==> src/pkg/emsp_map.svh <==
// field positions, reset values, mode codes and timing counts of the pin block
`ifndef EMSP_MAP_SVH
`define EMSP_MAP_SVH
`define EMSP_ROW_BIT 10
`define EMSP_BANK_RST 4'hf
`define EMSP_FMODE_FLAG 2'h0
`define EMSP_FMODE_ALT 2'h1
`define EMSP_FMODE_BANK 2'h2
`define EMSP_CLK_DIV 2
`endif

==> src/pkg/emsp_pkg.sv <==
// types for the external memory select and sdram pin block
`default_nettype none
package emsp_pkg;
  typedef enum logic [2:0] {
    EMSP_IDLE = 3'h1,
    EMSP_BUSY = 3'h2,
    EMSP_DONE = 3'h4
  } emsp_state_t;

  // sdram command pins, active low
  typedef struct packed {
    logic row_n;
    logic col_n;
    logic we_n;
  } emsp_sdcmd_t;

  // one request from the core side
  typedef struct packed {
    logic [23:0] addr;
    logic sdram;
    logic [1:0] bank;
    logic conditional;
    logic cond_true;
  } emsp_req_t;
endpackage
`default_nettype wire

==> src/rtl/emsp_pins.sv <==
// external memory bank selects and sdram control pins
`default_nettype none
`include "emsp_map.svh"
module emsp_pins #(
  parameter int ADDR_W = 24
) (
  input wire logic clk,
  input wire logic rst_n,
  input wire logic req_valid,
  input wire emsp_pkg::emsp_req_t req,
  output logic req_done,
  input wire logic refresh_req,
  input wire logic configured,
  input wire logic clock_gate_en,
  input wire logic clk_b_off,
  input wire logic clk_all_off,
  input wire logic boot_flash,
  input wire logic [1:0] flag2_mode,
  input wire logic [1:0] flag3_mode,
  input wire logic flag2_out,
  input wire logic flag3_out,
  input wire logic timer_expired,
  input wire logic ack,
  input wire logic flag2_in,
  input wire logic flag3_in,
  output logic irq2_req,
  output logic [ADDR_W-1:0] addr_out,
  output logic sdram_row_bit_ten,
  output logic [1:0] bank_select_n,
  output emsp_pkg::emsp_sdcmd_t sdram_cmd,
  output logic sdram_clock_gate,
  output logic sdram_clock_out_a,
  output logic sdram_clock_out_a_oe,
  output logic sdram_clock_out_b,
  output logic sdram_clock_out_b_oe,
  output logic flag2_o,
  output logic flag2_oe,
  output logic flag2_pullup,
  output logic flag3_o,
  output logic flag3_oe,
  output logic flag3_pullup
);
  // ****************************************
  // access sequencing
  // ****************************************
  emsp_pkg::emsp_state_t state_ff;
  emsp_pkg::emsp_state_t nxt_state;
  emsp_pkg::emsp_req_t cur_ff;
  logic [3:0] bank_ff;
  logic refresh_ff;
  logic clk_ff;

  always_comb begin
    nxt_state = state_ff;
    unique case (state_ff)
      emsp_pkg::EMSP_IDLE: if (req_valid && configured) begin
        nxt_state = emsp_pkg::EMSP_BUSY;
      end
      emsp_pkg::EMSP_BUSY: if (ack) begin
        nxt_state = emsp_pkg::EMSP_DONE;
      end
      emsp_pkg::EMSP_DONE: nxt_state = emsp_pkg::EMSP_IDLE;
      default: nxt_state = emsp_pkg::EMSP_IDLE;
    endcase
  end

  always_ff @(posedge clk) begin
    if (!rst_n) begin
      state_ff <= emsp_pkg::EMSP_IDLE;
    end else begin
      state_ff <= nxt_state;
    end
  end

  always_ff @(posedge clk) begin
    if (!rst_n) begin
      cur_ff <= '0;
    end else if (state_ff == emsp_pkg::EMSP_IDLE && req_valid) begin
      cur_ff <= req;
    end
  end

  always_ff @(posedge clk) begin
    if (!rst_n) begin
      req_done <= 1'b0;
    end else begin
      req_done <= (state_ff == emsp_pkg::EMSP_BUSY) && ack;
    end
  end

  // ****************************************
  // address and bank selects
  // ****************************************
  logic start;
  assign start = (state_ff == emsp_pkg::EMSP_IDLE) && req_valid && configured;

  // selects load with the address so both change on the same edge
  always_ff @(posedge clk) begin
    if (!rst_n) begin
      addr_out <= '0;
      bank_ff <= `EMSP_BANK_RST;
    end else if (start) begin
      addr_out <= req.addr;
      // condition outcome is ignored for the select
      bank_ff <= ~(4'h1 << req.bank);
    end else if (nxt_state == emsp_pkg::EMSP_IDLE) begin
      bank_ff <= `EMSP_BANK_RST;
    end
  end
  assign bank_select_n = bank_ff[1:0];

  // ****************************************
  // sdram pins
  // ****************************************
  // refresh uses only the row bit and strobes, so it overlaps async access
  always_ff @(posedge clk) begin
    if (!rst_n) begin
      refresh_ff <= 1'b0;
      sdram_cmd <= '1;
      sdram_row_bit_ten <= 1'b0;
    end else begin
      refresh_ff <= refresh_req && !refresh_ff && configured;
      if (refresh_req && !refresh_ff && configured) begin
        sdram_cmd <= 3'h1;
        sdram_row_bit_ten <= 1'b0;
      end else if (start && req.sdram) begin
        // a false condition keeps the write strobe high, select still drops
        sdram_cmd <= {2'h0, req.conditional && !req.cond_true};
        sdram_row_bit_ten <= req.addr[`EMSP_ROW_BIT];
      end else begin
        sdram_cmd <= '1;
      end
    end
  end

  always_ff @(posedge clk) begin
    if (!rst_n) begin
      sdram_clock_gate <= 1'b1;
    end else begin
      sdram_clock_gate <= !configured || clock_gate_en;
    end
  end

  always_ff @(posedge clk) begin
    if (!rst_n) begin
      clk_ff <= 1'b0;
      sdram_clock_out_a <= 1'b0;
      sdram_clock_out_b <= 1'b0;
      sdram_clock_out_a_oe <= 1'b0;
      sdram_clock_out_b_oe <= 1'b0;
    end else begin
      clk_ff <= !clk_ff;
      sdram_clock_out_a <= clk_ff;
      sdram_clock_out_b <= clk_ff;
      sdram_clock_out_a_oe <= !clk_all_off;
      sdram_clock_out_b_oe <= !clk_all_off && !clk_b_off;
    end
  end

  // ****************************************
  // multiplexed flag pins
  // ****************************************
  always_ff @(posedge clk) begin
    if (!rst_n) begin
      flag2_o <= 1'b1;
      flag2_oe <= 1'b0;
      flag2_pullup <= 1'b0;
      irq2_req <= 1'b0;
    end else begin
      flag2_pullup <= flag2_mode == `EMSP_FMODE_BANK;
      irq2_req <= (flag2_mode == `EMSP_FMODE_ALT) && !flag2_in;
      flag2_oe <= flag2_mode != `EMSP_FMODE_ALT;
      flag2_o <= (flag2_mode == `EMSP_FMODE_BANK) ? nxt_bank(2) : flag2_out;
    end
  end

  always_ff @(posedge clk) begin
    if (!rst_n) begin
      flag3_o <= 1'b1;
      flag3_oe <= 1'b0;
      flag3_pullup <= 1'b0;
    end else begin
      flag3_pullup <= flag3_mode == `EMSP_FMODE_BANK;
      flag3_oe <= 1'b1;
      unique case (flag3_mode)
        `EMSP_FMODE_ALT: flag3_o <= timer_expired;
        `EMSP_FMODE_BANK: flag3_o <= nxt_bank(3);
        default: flag3_o <= flag3_out;
      endcase
    end
  end

  // flag pin selects track the bank register on the same edge
  function automatic logic nxt_bank(input int idx);
    logic [3:0] v;
    v = bank_ff;
    if (start) begin
      v = ~(4'h1 << req.bank);
    end else if (nxt_state == emsp_pkg::EMSP_IDLE) begin
      v = `EMSP_BANK_RST;
    end
    return v[idx[1:0]];
  endfunction

  logic unused_in;
  assign unused_in = flag3_in ^ boot_flash ^ cur_ff.sdram;
endmodule // emsp_pins
`default_nettype wire

==> config.mk <==
export PLATFORM = sky130hd
export DESIGN_NAME = emsp_pins
export DESIGN_NICKNAME = d
export VERILOG_FILES = /design/src/pkg/emsp_pkg.sv /design/src/rtl/emsp_pins.sv
export VERILOG_INCLUDE_DIRS = /design/src /design/src/pkg
export SDC_FILE = /design/constraint.sdc
export NUM_CORES = 1
export LEC_CHECK = 0
export BUFFER_PORTS_ARGS = -buffer_cell sky130_fd_sc_hd__buf_2
export CAP_MARGIN = 20
export CORE_UTILIZATION = 44
export CTS_CLUSTER_DIAMETER = 60
export CTS_CLUSTER_SIZE = 25
export DETAILED_ROUTE_END_ITERATION = 6
export GPL_TIMING_DRIVEN = 0
export PLACE_DENSITY = 0.8
export SYNTH_ARGS = -nofsm -noshare
export SYNTH_HDL_FRONTEND = slang
export SYNTH_SLANG_ARGS = --single-unit
==> constraint.sdc <==
create_clock -name clk -period 1.4 [get_ports clk]
set_input_delay 0.28 -clock clk [delete_from_list [all_inputs] [get_ports clk]]
set_output_delay 0.28 -clock clk [all_outputs]
set_load 0.05 [all_outputs]
==> metrics.txt, run 1 <==
# TYPE chip_impl_metric gauge
chip_impl_metric{name="boundaryPins",unit=""} 91
chip_impl_metric{name="critical_path_arrival",unit="ns"} 1.53
chip_impl_info{name="critical-path-top-cell-by-count",value="buf_6"} 1
chip_impl_metric{name="drc_violation_total_after_the_first_tritonroute_iteration",unit=""} 112
chip_impl_info{name="most-common-layout-cells",value="91 x buf_2, 46 x dfxtp_1, 28 x o21ai_0, 28 x a21oi_1, 26 x nand3_1"} 1
chip_impl_metric{name="tightestPinTransition",unit="ns"} 0.524
chip_impl_metric{name="worstPathBufferInverterCount",unit=""} 2
chip_impl_metric{name="setup_tns",unit="ns"} 0
chip_impl_metric{name="clk_path_buf_depth",unit=""} 2
chip_impl_info{name="layout_commonest_cell",value="buf_2"} 1
chip_impl_info{name="critical-path-slowest-cell",value="or3b_1"} 1
chip_impl_metric{name="final.period_utilization",unit="%"} 97.2
chip_impl_metric{name="clkPwrFrac",unit="%"} 29.8
chip_impl_metric{name="synthesized_net_count",unit=""} 245
chip_impl_info{name="timing.rr.end",value="flag3_o"} 1
chip_impl_metric{name="cts_setup_buffers",unit=""} 0
chip_impl_metric{name="ctsHtreeMaxLevel",unit=""} 2
chip_impl_info{name="tritoncts",value="built"} 1
chip_impl_metric{name="max_fo_critical_path",unit=""} 10
chip_impl_metric{name="worst_vdd_drop",unit="uV"} 646
chip_impl_info{name="path_class",value="flip-flop to flip-flop"} 1
chip_impl_metric{name="ys_seq_area_share",unit="%"} 54.2
chip_impl_metric{name="grt_max_degree",unit=""} 14
chip_impl_info{name="min_from",value="flag2_in"} 1
chip_impl_metric{name="synthToLayoutAreaGrowth",unit="%"} 35.4
chip_impl_metric{name="detailed_place_hpwl",unit="microns"} 3060
chip_impl_metric{name="grt_first_pass_wirelength",unit="microns"} 6910
chip_impl_info{name="cts_root_buf",value="clkbuf_8"} 1
chip_impl_metric{name="total_power",unit="mW"} 2.76
chip_impl_metric{name="slowest_delay",unit="ns"} 0.37
chip_impl_metric{name="track_usage",unit="%"} 21.1
chip_impl_metric{name="r2r_cells",unit=""} 5
chip_impl_info{name="worst_setup_path_start_kind",value="flip-flop"} 1
chip_impl_metric{name="relSlewSlack",unit="%"} 65.1
chip_impl_metric{name="netlist.area_leader.share",unit="%"} 54.2
chip_impl_info{name="synth_top_cell_by_area",value="dfxtp_1"} 1
chip_impl_metric{name="clock_sink_total",unit=""} 48
chip_impl_metric{name="timing.final.hold_violations",unit=""} 0
chip_impl_metric{name="synth_cells",unit=""} 195
chip_impl_metric{name="antenna_violating_nets_post_route",unit=""} 0
chip_impl_info{name="critical_path_sink_type",value="flip-flop"} 1
chip_impl_metric{name="power.share.combinational",unit="%"} 17.8
chip_impl_info{name="holdPathEnd",value="irq2_req"} 1
chip_impl_metric{name="setup_viol_count_final",unit=""} 0
chip_impl_metric{name="cp_num_cells",unit=""} 5
chip_impl_metric{name="syn_area",unit="sq um"} 1770
chip_impl_metric{name="whs_path_depth",unit=""} 2
chip_impl_metric{name="floorplan.initialDensity",unit="%"} 47.0
chip_impl_metric{name="final.fill_count",unit=""} 365
chip_impl_info{name="status",value="complete, no violations"} 1
chip_impl_metric{name="initial_antenna_violation_count",unit=""} 0
chip_impl_metric{name="syn_avg_cell_area",unit="sq um"} 9.09
chip_impl_metric{name="avgRoutedWirePerCell",unit="microns"} 12.4
chip_impl_metric{name="cts-buffers-inserted",unit=""} 5
chip_impl_metric{name="drt_pre_antenna_iters",unit=""} 4
chip_impl_metric{name="core-area",unit="sq um"} 3770
chip_impl_info{name="holdCritPathClass",value="primary input to flip-flop"} 1
chip_impl_metric{name="fp-row-count",unit=""} 22
chip_impl_metric{name="power.switching",unit="mW"} 0.785
chip_impl_info{name="synth.area.top_cells",value="dfxtp_1 54%, a21oi_1 7.9%, o21ai_0 7.9%"} 1
chip_impl_metric{name="num_antenna_cells",unit=""} 0
chip_impl_metric{name="yosysUniqueCellTypes",unit=""} 33
chip_impl_metric{name="yosysWarnings",unit=""} 0
chip_impl_metric{name="nNetsFinal",unit=""} 340
chip_impl_metric{name="ys_ff_latch",unit=""} 48
chip_impl_metric{name="power.share.sequential",unit="%"} 52.4
chip_impl_info{name="rr_startpoint",value="state_ff[2]"} 1
chip_impl_metric{name="peak_freq",unit="MHz"} 735
chip_impl_metric{name="fin_skew",unit="ns"} 0.00834
chip_impl_metric{name="cellPowerDensity",unit="nW/um^2"} 1150
chip_impl_metric{name="power.switching_fraction",unit="%"} 28.4
chip_impl_metric{name="reported_max_cap_violation_count",unit=""} 0
chip_impl_metric{name="grt_remaining_overflow",unit=""} 0
chip_impl_metric{name="detailroute.via_count",unit=""} 1705
chip_impl_metric{name="slew_viol_final",unit=""} 0
chip_impl_metric{name="internal-power",unit="mW"} 1.98
chip_impl_info{name="crit_path_cell_trace",value="buf_6, or3b_1, buf_6, o32ai_4, a2bb2oi_1"} 1
chip_impl_metric{name="vias_per_cell",unit=""} 5.03
chip_impl_metric{name="leakage_power",unit="nW"} 1.08
chip_impl_metric{name="place_congestion",unit=""} 0.769
chip_impl_metric{name="final_layout_size_suffix_gt1_share",unit="%"} 39.2
chip_impl_metric{name="clk_latency",unit="ns"} 0.29
chip_impl_metric{name="die_area",unit="sq um"} 4290
chip_impl_metric{name="wire_length_after_detailed_routing",unit="microns"} 4220
chip_impl_metric{name="placement.io_buffers",unit=""} 88
chip_impl_metric{name="clock_period_minus_worst_slack",unit="ns"} 1.36
chip_impl_metric{name="cp.required",unit="ns"} 1.57
chip_impl_metric{name="clkSlewWorstSetupHoldPaths",unit="ns"} 0.08
chip_impl_metric{name="chipWidth",unit="microns"} 65.5
chip_impl_metric{name="grt_pass1_vias",unit=""} 1620
chip_impl_metric{name="die_height",unit="microns"} 65.5
chip_impl_info{name="cp_top_family",value="simple AND/OR/NAND/NOR gates"} 1
chip_impl_metric{name="drt_drc_violations_left",unit=""} 0
chip_impl_metric{name="setup_slack_reg_to_reg",unit="ns"} 0.04
[area by class of cell]
type,count,area (sq um),share of cell area (%)
clock buffer,8,90.1,3.75
sequential,48,963,40.1
multi-input combinational,121,702,29.2
tap,48,60.1,2.50
buffer,19,115,4.79
inverter,7,30.0,1.25
timing repair buffer,88,440,18.3
[cells in the mapped netlist]
| cell | instances |
|---|---|
| o21ai_1 | 1 |
| nor2_1 | 8 |
| o2111ai_1 | 1 |
| nand2b_1 | 1 |
| o22ai_2 | 1 |
| buf_2 | 2 |
| nand3_1 | 26 |
| and4b_1 | 1 |
| or3b_2 | 1 |
| clkbuf_1 | 10 |
| o211ai_1 | 1 |
| a211oi_1 | 1 |
| inv_1 | 5 |
| mux2i_1 | 1 |
| nand2_1 | 6 |
| ha_1 | 2 |
| or3b_1 | 1 |
| nor4_1 | 1 |
| buf_6 | 1 |
| dfxtp_1 | 48 |
| o21ai_0 | 28 |
| a21oi_1 | 28 |
| and3_1 | 1 |
| clkinv_1 | 2 |
| o32ai_2 | 1 |
| nor3_1 | 1 |
| a2bb2oi_1 | 1 |
| and2_1 | 2 |
| nor2b_1 | 1 |
| nor4b_1 | 2 |
| buf_4 | 6 |
| nand3b_1 | 2 |
| nand4b_2 | 1 |
[registers in the layout (all words and copies together), names as in the netlist, 2 cells and up]
register	cells
addr_out	24
state_ff	3
sdram_cmd	2
bank_ff	4
[kinds of logic after synthesis]
logic type	synth area share, %
compound gates	19.5
flops	54.2
fa+ha+maj	1.41
buf+inv	7.34
mux	0.565
simple gates	16.9
[worst max path at each step]
stage                            from            to  slack [ns]
after floorplan           state_ff[2]       flag2_o        0.14
after global placement     configured  addr_out[18]        0.03
after detailed placement  state_ff[2]   addr_out[6]        0.01
after CTS                 state_ff[2]   addr_out[6]        0.01
after global routing      state_ff[2]       flag3_o       -0.02
final                     state_ff[2]       flag3_o        0.04
[routing by layer]
layer  routed length [microns]  vias up  GRT usage (%)
li1                          -      869              -
met1                      1850      779           23.6
met2                      2070       52           37.8
met3                       232        5           6.25
met4                        68        0           7.34
met5                         0        -              0
[worst register-to-register path: cells and delay by family (launching register included)]
kind            cells  cell delay [ns]
simple gates        1             0.37
flops               1             0.34
buf+inv             2             0.29
compound gates      2             0.25
[per-stage QoR]
stage	util (%)	std cells	setup WS, ns	area (sq um)	hold WS (ns)
final	63.7	339	0.0392	2400	0.146
after global routing	63.7	339	-0.0163	2400	0.132
after CTS	62.7	339	0.00978	2360	0.134
after global placement	60.3	331	0.0259	2270	0.393
after detailed placement	60.3	331	0.0137	2270	0.396
after floorplan	-	195	0.145	1770	0.308
[power groups by stage]
stage | Sequential [mW] | Combinational, mW | Clock (mW)
final | 1.45 | 0.492 | 0.824
after global placement | 1.48 | 0.482 | 0
after detailed placement | 1.48 | 0.488 | 0
after floorplan | 1.66 | 0.147 | 0
after CTS | 1.45 | 0.489 | 0.846
after global routing | 1.46 | 0.531 | 0.897
[timing repair]
action,CTS,global route
gates resized for setup,0,18
setup endpoints to repair,0,25
hold buffers,0,0
Note: power is estimated with default switching activity, not from simulation.
==> run 2: changes to the inputs <==
- CORE_MARGIN: unset -> 1.5
- CORE_UTILIZATION: 44 -> 40
- PLACE_DENSITY: 0.8 -> 0.74
==> run 2 against run 1 <==
Effect of this change: sequential power barely moved; critical path type unchanged; combinational power about the same; worst setup slack improved by 0.034 ns; power is 0.50% lower; die area grew 13%.
==> metrics.txt, run 2 (synthesis results as in run 1) <==
# TYPE chip_impl_metric gauge
chip_impl_metric{name="power.share.combinational",unit="%"} 18.0
chip_impl_metric{name="power.share.sequential",unit="%"} 52.7
chip_impl_info{name="critical_path_sink_type",value="flip-flop"} 1
chip_impl_info{name="status",value="complete, no violations"} 1
chip_impl_info{name="cts_root_buf",value="clkbuf_8"} 1
chip_impl_info{name="path_class",value="flip-flop to flip-flop"} 1
chip_impl_info{name="layout_top_registers",value="addr_out: 24 flops, bank_ff: 4 flops, state_ff: 3 flops"} 1
chip_impl_metric{name="floorplan.initialDensity",unit="%"} 41.3
chip_impl_metric{name="synthToLayoutAreaGrowth",unit="%"} 36.1
chip_impl_metric{name="fin_skew",unit="ns"} 0.0101
chip_impl_metric{name="detailroute.via_count",unit=""} 1703
chip_impl_metric{name="clock_sink_total",unit=""} 48
chip_impl_info{name="layout_commonest_cell",value="buf_2"} 1
chip_impl_metric{name="grt_max_degree",unit=""} 16
chip_impl_metric{name="final_util",unit="%"} 56.2
chip_impl_metric{name="die_height",unit="microns"} 69.6
chip_impl_metric{name="r2r_cells",unit=""} 5
chip_impl_metric{name="drt_pre_antenna_iters",unit=""} 4
chip_impl_metric{name="place_congestion",unit=""} 0.750
chip_impl_metric{name="final_layout_size_suffix_gt1_share",unit="%"} 39.9
chip_impl_metric{name="leakage_power",unit="nW"} 1.08
chip_impl_metric{name="tightestPinTransition",unit="ns"} 0.548
chip_impl_metric{name="clock_period_minus_worst_slack",unit="ns"} 1.33
chip_impl_metric{name="placed_area",unit="sq um"} 2280
chip_impl_metric{name="detailed_place_hpwl",unit="microns"} 3030
chip_impl_info{name="min_from",value="clk_b_off"} 1
chip_impl_metric{name="number_of_flip_flops_under_the_largest_register_name",unit=""} 24
chip_impl_info{name="holdPathEnd",value="sdram_clock_out_b_oe"} 1
chip_impl_metric{name="worst_vdd_drop",unit="uV"} 594
chip_impl_metric{name="boundaryPins",unit=""} 91
chip_impl_metric{name="timing.final.hold_violations",unit=""} 0
chip_impl_info{name="holdCritPathClass",value="primary input to flip-flop"} 1
chip_impl_metric{name="wire_length_after_detailed_routing",unit="microns"} 4330
chip_impl_metric{name="cts-buffers-inserted",unit=""} 5
chip_impl_info{name="most-common-layout-cells",value="90 x buf_2, 46 x dfxtp_1, 28 x o21ai_0, 28 x a21oi_1, 26 x nand3_1"} 1
chip_impl_metric{name="power.switching_fraction",unit="%"} 29.9
chip_impl_metric{name="clkPwrFrac",unit="%"} 29.3
chip_impl_metric{name="peak_freq",unit="MHz"} 754
chip_impl_metric{name="clk_path_buf_depth",unit=""} 2
chip_impl_metric{name="final.period_utilization",unit="%"} 94.8
chip_impl_metric{name="post-route-cell-area",unit="sq um"} 2410
chip_impl_metric{name="vias_per_cell",unit=""} 4.97
chip_impl_metric{name="avgRoutedWirePerCell",unit="microns"} 12.6
chip_impl_metric{name="cellPowerDensity",unit="nW/um^2"} 1140
chip_impl_metric{name="initial_antenna_violation_count",unit=""} 0
chip_impl_metric{name="drc_violation_total_after_the_first_tritonroute_iteration",unit=""} 78
chip_impl_metric{name="setup_viol_count_final",unit=""} 0
chip_impl_metric{name="placement.io_buffers",unit=""} 88
chip_impl_metric{name="track_usage",unit="%"} 18.0
chip_impl_metric{name="slew_viol_final",unit=""} 0
chip_impl_metric{name="clk_latency",unit="ns"} 0.29
chip_impl_metric{name="clkSlewWorstSetupHoldPaths",unit="ns"} 0.09
chip_impl_metric{name="cts_setup_buffers",unit=""} 0
chip_impl_metric{name="hold_slack",unit="ns"} 0.135
chip_impl_metric{name="cp.required",unit="ns"} 1.59
chip_impl_metric{name="grt_remaining_overflow",unit=""} 0
chip_impl_metric{name="grt_pass1_vias",unit=""} 1587
chip_impl_metric{name="critical_path_arrival",unit="ns"} 1.52
chip_impl_info{name="rr_startpoint",value="state_ff[2]"} 1
chip_impl_metric{name="relSlewSlack",unit="%"} 63.4
chip_impl_metric{name="area_used_by_multi_input_combinational_logic",unit="sq um"} 709
chip_impl_info{name="worst_setup_path_start_kind",value="flip-flop"} 1
chip_impl_metric{name="core-area",unit="sq um"} 4290
chip_impl_metric{name="antenna_violating_nets_post_route",unit=""} 0
chip_impl_metric{name="ctsHtreeMaxLevel",unit=""} 2
chip_impl_metric{name="grt_first_pass_wirelength",unit="microns"} 7020
chip_impl_metric{name="final.fill_count",unit=""} 419
chip_impl_metric{name="fp-row-count",unit=""} 24
chip_impl_info{name="tritoncts",value="built"} 1
chip_impl_metric{name="nNetsFinal",unit=""} 340
chip_impl_metric{name="drt_drc_violations_left",unit=""} 0
chip_impl_info{name="largest_register_by_flop_count",value="addr_out"} 1
chip_impl_metric{name="setup_slack_reg_to_reg",unit="ns"} 0.07
chip_impl_metric{name="chipWidth",unit="microns"} 69.6
chip_impl_metric{name="power.switching",unit="mW"} 0.824
chip_impl_metric{name="final-instance-count-excl-fill",unit=""} 343
chip_impl_metric{name="internal-power",unit="mW"} 1.93
chip_impl_metric{name="reported_max_cap_violation_count",unit=""} 0
chip_impl_info{name="timing.rr.end",value="flag2_o"} 1
chip_impl_metric{name="whs_path_depth",unit=""} 2
chip_impl_metric{name="area.sequential",unit="sq um"} 963
chip_impl_metric{name="max_fo_critical_path",unit=""} 10
chip_impl_metric{name="num_antenna_cells",unit=""} 0
chip_impl_metric{name="dpl.cell_count",unit=""} 335
chip_impl_metric{name="die_area",unit="sq um"} 4840
## run 2: cell count changes in the layout (fill, tap and decap cells not counted), sizes merged
cell    delta
clkbuf     -2
clkinv     +3
buf        -1
## run 2: how the worst max path moves through the flow
stage / start / end / slack, ns / depth (start not counted)
2_1_floorplan: state_ff[2] / flag2_o / 0.14 / 5
3_3_place_gp: configured / addr_out[2] / 0.006 / 5
3_5_place_dp: configured / addr_out[2] / -0.02 / 5
4_1_cts: state_ff[2] / addr_out[4] / 0.001 / 5
5_1_grt: state_ff[1] / addr_out[5] / -0.02 / 4
6_report: state_ff[2] / flag2_o / 0.07 / 5
## run 2: power by group through the flow
stage / Combinational, mW / Clock, mW / Sequential, mW
after CTS: 0.492 / 0.833 / 1.45
after floorplan: 0.147 / 0 / 1.66
after global routing: 0.533 / 0.894 / 1.46
after detailed placement: 0.488 / 0 / 1.48
after global placement: 0.484 / 0 / 1.48
final: 0.495 / 0.807 / 1.45
## run 2: critical path, cell delays in order, from the launching register on
cell,delay (ns)
dfxtp_2,0.34
buf_6,0.14
or3b_1,0.36
buf_6,0.15
o22ai_4,0.15
o21ai_1,0.08
## run 2: final cells by class
class / instances / area share [%]
multi-input combinational: 121 / 29.4
timing repair buffer: 88 / 18.2
tap: 52 / 2.70
buffer: 19 / 4.87
inverter: 7 / 1.24
clock buffer: 5 / 2.85
clock inverter: 3 / 0.778
sequential: 48 / 39.9
## run 2: stage by stage
stage / setup WS (ns) / total power, mW / TNS (ns)
final: 0.0732 / 2.75 / 0
after global routing: -0.0176 / 2.88 / -0.0282
after CTS: 0.00114 / 2.77 / 0
after detailed placement: -0.0206 / 1.97 / -0.100
after global placement: 0.00627 / 1.96 / 0
after floorplan: 0.145 / 1.81 / 0
## run 2: what timing repair did
action	in CTS	in global routing
hold buffers	0	0
resized for setup	4	13
endpoints found under the setup margin	20	27
hold endpoints to repair	0	0
## run 2: metal layers
layer  wire [microns]  track usage, %  up-vias
met3              271            4.22        6
met1             1950            22.7      760
met2             2020            28.8       67
met5                0               0        -
li1                 -               -      870
met4               87            8.71        0
==> run 3: changes to the inputs <==
- CORE_MARGIN: 1.5 -> 8
- CTS_CLUSTER_DIAMETER: 60 -> unset
==> run 3 against run 2 <==
Effect of this change: core utilization down 0.56 points; non-clock buffer count stayed put; sequential cell count did not move; worst hold slack got worse by 0.0012 ns; global-route usage fell by 3.7 points; clock skew decreased by 0.0020 ns; first-iteration DRC count fell by 7.7%; register-to-register slack about the same; die area up 41%; cell count unchanged; maximum frequency is 0.75% lower; combinational power about the same; largest power group unchanged.
==> metrics.txt, run 3 (synthesis results as in run 1) <==
# TYPE chip_impl_metric gauge
chip_impl_metric{name="cellPowerDensity",unit="nW/um^2"} 1160
chip_impl_metric{name="max_fo_critical_path",unit=""} 10
chip_impl_info{name="cts_root_buf",value="clkbuf_8"} 1
chip_impl_metric{name="power.share.combinational",unit="%"} 17.7
chip_impl_info{name="crit_path_cell_trace",value="buf_6, or3b_1, buf_6, o32ai_2, a2bb2oi_1"} 1
chip_impl_info{name="path_class",value="flip-flop to flip-flop"} 1
chip_impl_info{name="most-common-layout-cells",value="91 x buf_2, 46 x dfxtp_1, 28 x o21ai_0, 28 x a21oi_1, 26 x nand3_1"} 1
chip_impl_metric{name="avgRoutedWirePerCell",unit="microns"} 14.3
chip_impl_metric{name="drt_pre_antenna_iters",unit=""} 4
chip_impl_metric{name="whs_path_depth",unit=""} 2
chip_impl_metric{name="antenna_violating_nets_post_route",unit=""} 0
chip_impl_info{name="critical-path-slowest-cell",value="or3b_1"} 1
chip_impl_metric{name="grt_pass1_vias",unit=""} 1628
chip_impl_metric{name="grt_first_pass_wirelength",unit="microns"} 7520
chip_impl_metric{name="wire_length_after_detailed_routing",unit="microns"} 4900
chip_impl_metric{name="worst_vdd_drop",unit="uV"} 638
chip_impl_metric{name="clock_period_minus_worst_slack",unit="ns"} 1.34
chip_impl_metric{name="fin_skew",unit="ns"} 0.00807
chip_impl_metric{name="clk_latency",unit="ns"} 0.30
chip_impl_metric{name="cp.required",unit="ns"} 1.59
chip_impl_info{name="tritoncts",value="built"} 1
chip_impl_metric{name="cp_num_cells",unit=""} 5
chip_impl_info{name="status",value="complete, no violations"} 1
chip_impl_info{name="holdCritPathClass",value="primary input to flip-flop"} 1
chip_impl_metric{name="slew_viol_final",unit=""} 0
chip_impl_metric{name="r2r_cells",unit=""} 5
chip_impl_info{name="worst_setup_path_start_kind",value="flip-flop"} 1
chip_impl_metric{name="slowest_delay",unit="ns"} 0.37
chip_impl_info{name="holdPathEnd",value="irq2_req"} 1
chip_impl_info{name="cp_top_family",value="simple AND/OR/NAND/NOR gates"} 1
chip_impl_metric{name="nNetsFinal",unit=""} 340
chip_impl_metric{name="worstPathBufferInverterCount",unit=""} 2
chip_impl_metric{name="total_power",unit="mW"} 2.80
chip_impl_metric{name="dpl.cell_count",unit=""} 335
chip_impl_metric{name="boundaryPins",unit=""} 91
chip_impl_metric{name="die_area",unit="sq um"} 6820
chip_impl_metric{name="chipWidth",unit="microns"} 82.6
chip_impl_metric{name="tightestPinTransition",unit="ns"} 0.534
chip_impl_metric{name="synthToLayoutAreaGrowth",unit="%"} 35.7
chip_impl_metric{name="detailroute.via_count",unit=""} 1718
chip_impl_metric{name="drt_drc_violations_left",unit=""} 0
chip_impl_metric{name="final_layout_size_suffix_gt1_share",unit="%"} 39.5
chip_impl_metric{name="setup_tns",unit="ns"} 0
chip_impl_metric{name="num_antenna_cells",unit=""} 0
chip_impl_metric{name="placement.io_buffers",unit=""} 88
chip_impl_metric{name="clkPwrFrac",unit="%"} 30.5
chip_impl_metric{name="fp-row-count",unit=""} 24
chip_impl_metric{name="final-instance-count-excl-fill",unit=""} 343
chip_impl_metric{name="core-area",unit="sq um"} 4320
chip_impl_metric{name="clock_sink_total",unit=""} 48
chip_impl_metric{name="clk_path_buf_depth",unit=""} 2
chip_impl_metric{name="setup_viol_count_final",unit=""} 0
chip_impl_info{name="largest_register_by_flop_count",value="addr_out"} 1
chip_impl_metric{name="ctsHtreeMaxLevel",unit=""} 2
chip_impl_metric{name="clkSlewWorstSetupHoldPaths",unit="ns"} 0.09
chip_impl_metric{name="number_of_flip_flops_under_the_largest_register_name",unit=""} 24
chip_impl_info{name="layout_commonest_cell",value="buf_2"} 1
chip_impl_info{name="critical-path-top-cell-by-count",value="buf_6"} 1
chip_impl_info{name="crit_path_start",value="state_ff[2]"} 1
chip_impl_metric{name="critical_path_arrival",unit="ns"} 1.52
chip_impl_metric{name="final.fill_count",unit=""} 422
chip_impl_info{name="layout_top_registers",value="addr_out: 24 flops, bank_ff: 4 flops, state_ff: 3 flops"} 1
chip_impl_metric{name="floorplan.initialDensity",unit="%"} 41.0
chip_impl_metric{name="area.sequential",unit="sq um"} 963
chip_impl_info{name="rr_startpoint",value="state_ff[2]"} 1
chip_impl_metric{name="internal-power",unit="mW"} 1.98
chip_impl_metric{name="die_height",unit="microns"} 82.6
chip_impl_metric{name="vias_per_cell",unit=""} 5.01
chip_impl_metric{name="setup_slack_reg_to_reg",unit="ns"} 0.06
chip_impl_info{name="timing.rr.end",value="flag3_o"} 1
chip_impl_metric{name="relSlewSlack",unit="%"} 64.4
chip_impl_info{name="min_from",value="flag2_in"} 1
chip_impl_metric{name="track_usage",unit="%"} 14.2
chip_impl_metric{name="drc_violation_total_after_the_first_tritonroute_iteration",unit=""} 72
chip_impl_metric{name="timing.final.hold_violations",unit=""} 0
chip_impl_metric{name="power.switching",unit="mW"} 0.822
chip_impl_metric{name="grt_remaining_overflow",unit=""} 0
chip_impl_metric{name="area_used_by_multi_input_combinational_logic",unit="sq um"} 698
chip_impl_metric{name="peak_freq",unit="MHz"} 748
chip_impl_metric{name="grt_max_degree",unit=""} 16
chip_impl_metric{name="place_congestion",unit=""} 0.713
chip_impl_metric{name="detailed_place_hpwl",unit="microns"} 3650
chip_impl_metric{name="reported_max_cap_violation_count",unit=""} 0
chip_impl_metric{name="leakage_power",unit="nW"} 1.08
chip_impl_metric{name="hold_slack",unit="ns"} 0.133
chip_impl_metric{name="power.share.sequential",unit="%"} 51.7
chip_impl_metric{name="cts-buffers-inserted",unit=""} 5
chip_impl_metric{name="final_util",unit="%"} 55.6
chip_impl_info{name="critical_path_sink_type",value="flip-flop"} 1
chip_impl_metric{name="final.period_utilization",unit="%"} 95.5
chip_impl_metric{name="power.switching_fraction",unit="%"} 29.4
chip_impl_metric{name="initial_antenna_violation_count",unit=""} 0
[run 3: worst max-delay path by stage]
stage                               to
final                          flag3_o
after floorplan                flag2_o
after global placement     addr_out[1]
after CTS                 addr_out[17]
after detailed placement   addr_out[5]
after global routing           flag2_o
[run 3: metrics by stage]
stage | setup WS, ns | instance area [sq um]
2_1_floorplan | 0.145 | 1770
3_3_place_gp | -0.00698 | 2280
3_5_place_dp | -0.0164 | 2280
4_1_cts | 0.00306 | 2380
5_1_grt | -0.00373 | 2410
6_report | 0.0631 | 2410
[run 3: metal layers]
layer	part of all wire, %	global-route usage [%]	vias up
met5	0	0	-
met4	1.4	5.17	0
met3	10	5.95	5
met2	46	22.6	61
met1	42	16.8	781
li1	-	-	871
[run 3: final cells by class]
class / count / share of cell area [%]
inverter: 7 / 1.09
buffer: 19 / 4.78
sequential: 48 / 40.0
timing repair buffer: 88 / 18.3
clock buffer: 6 / 3.43
multi-input combinational: 121 / 29.0
tap: 52 / 2.70
clock inverter: 2 / 0.624
[run 3: timing repair]
item,in CTS,in global routing
pin swaps,0,0
endpoints found under the setup margin,20,26
setup buffers,0,0
hold buffers,0,0
resized for setup,4,9
[run 3: power groups by stage]
stage / clock, mW / combinational, mW / sequential, mW
6_report: 0.855 / 0.496 / 1.45
5_1_grt: 0.951 / 0.534 / 1.46
4_1_cts: 0.882 / 0.497 / 1.45
3_5_place_dp: 0 / 0.495 / 1.48
3_3_place_gp: 0 / 0.489 / 1.48
2_1_floorplan: 0 / 0.147 / 1.66
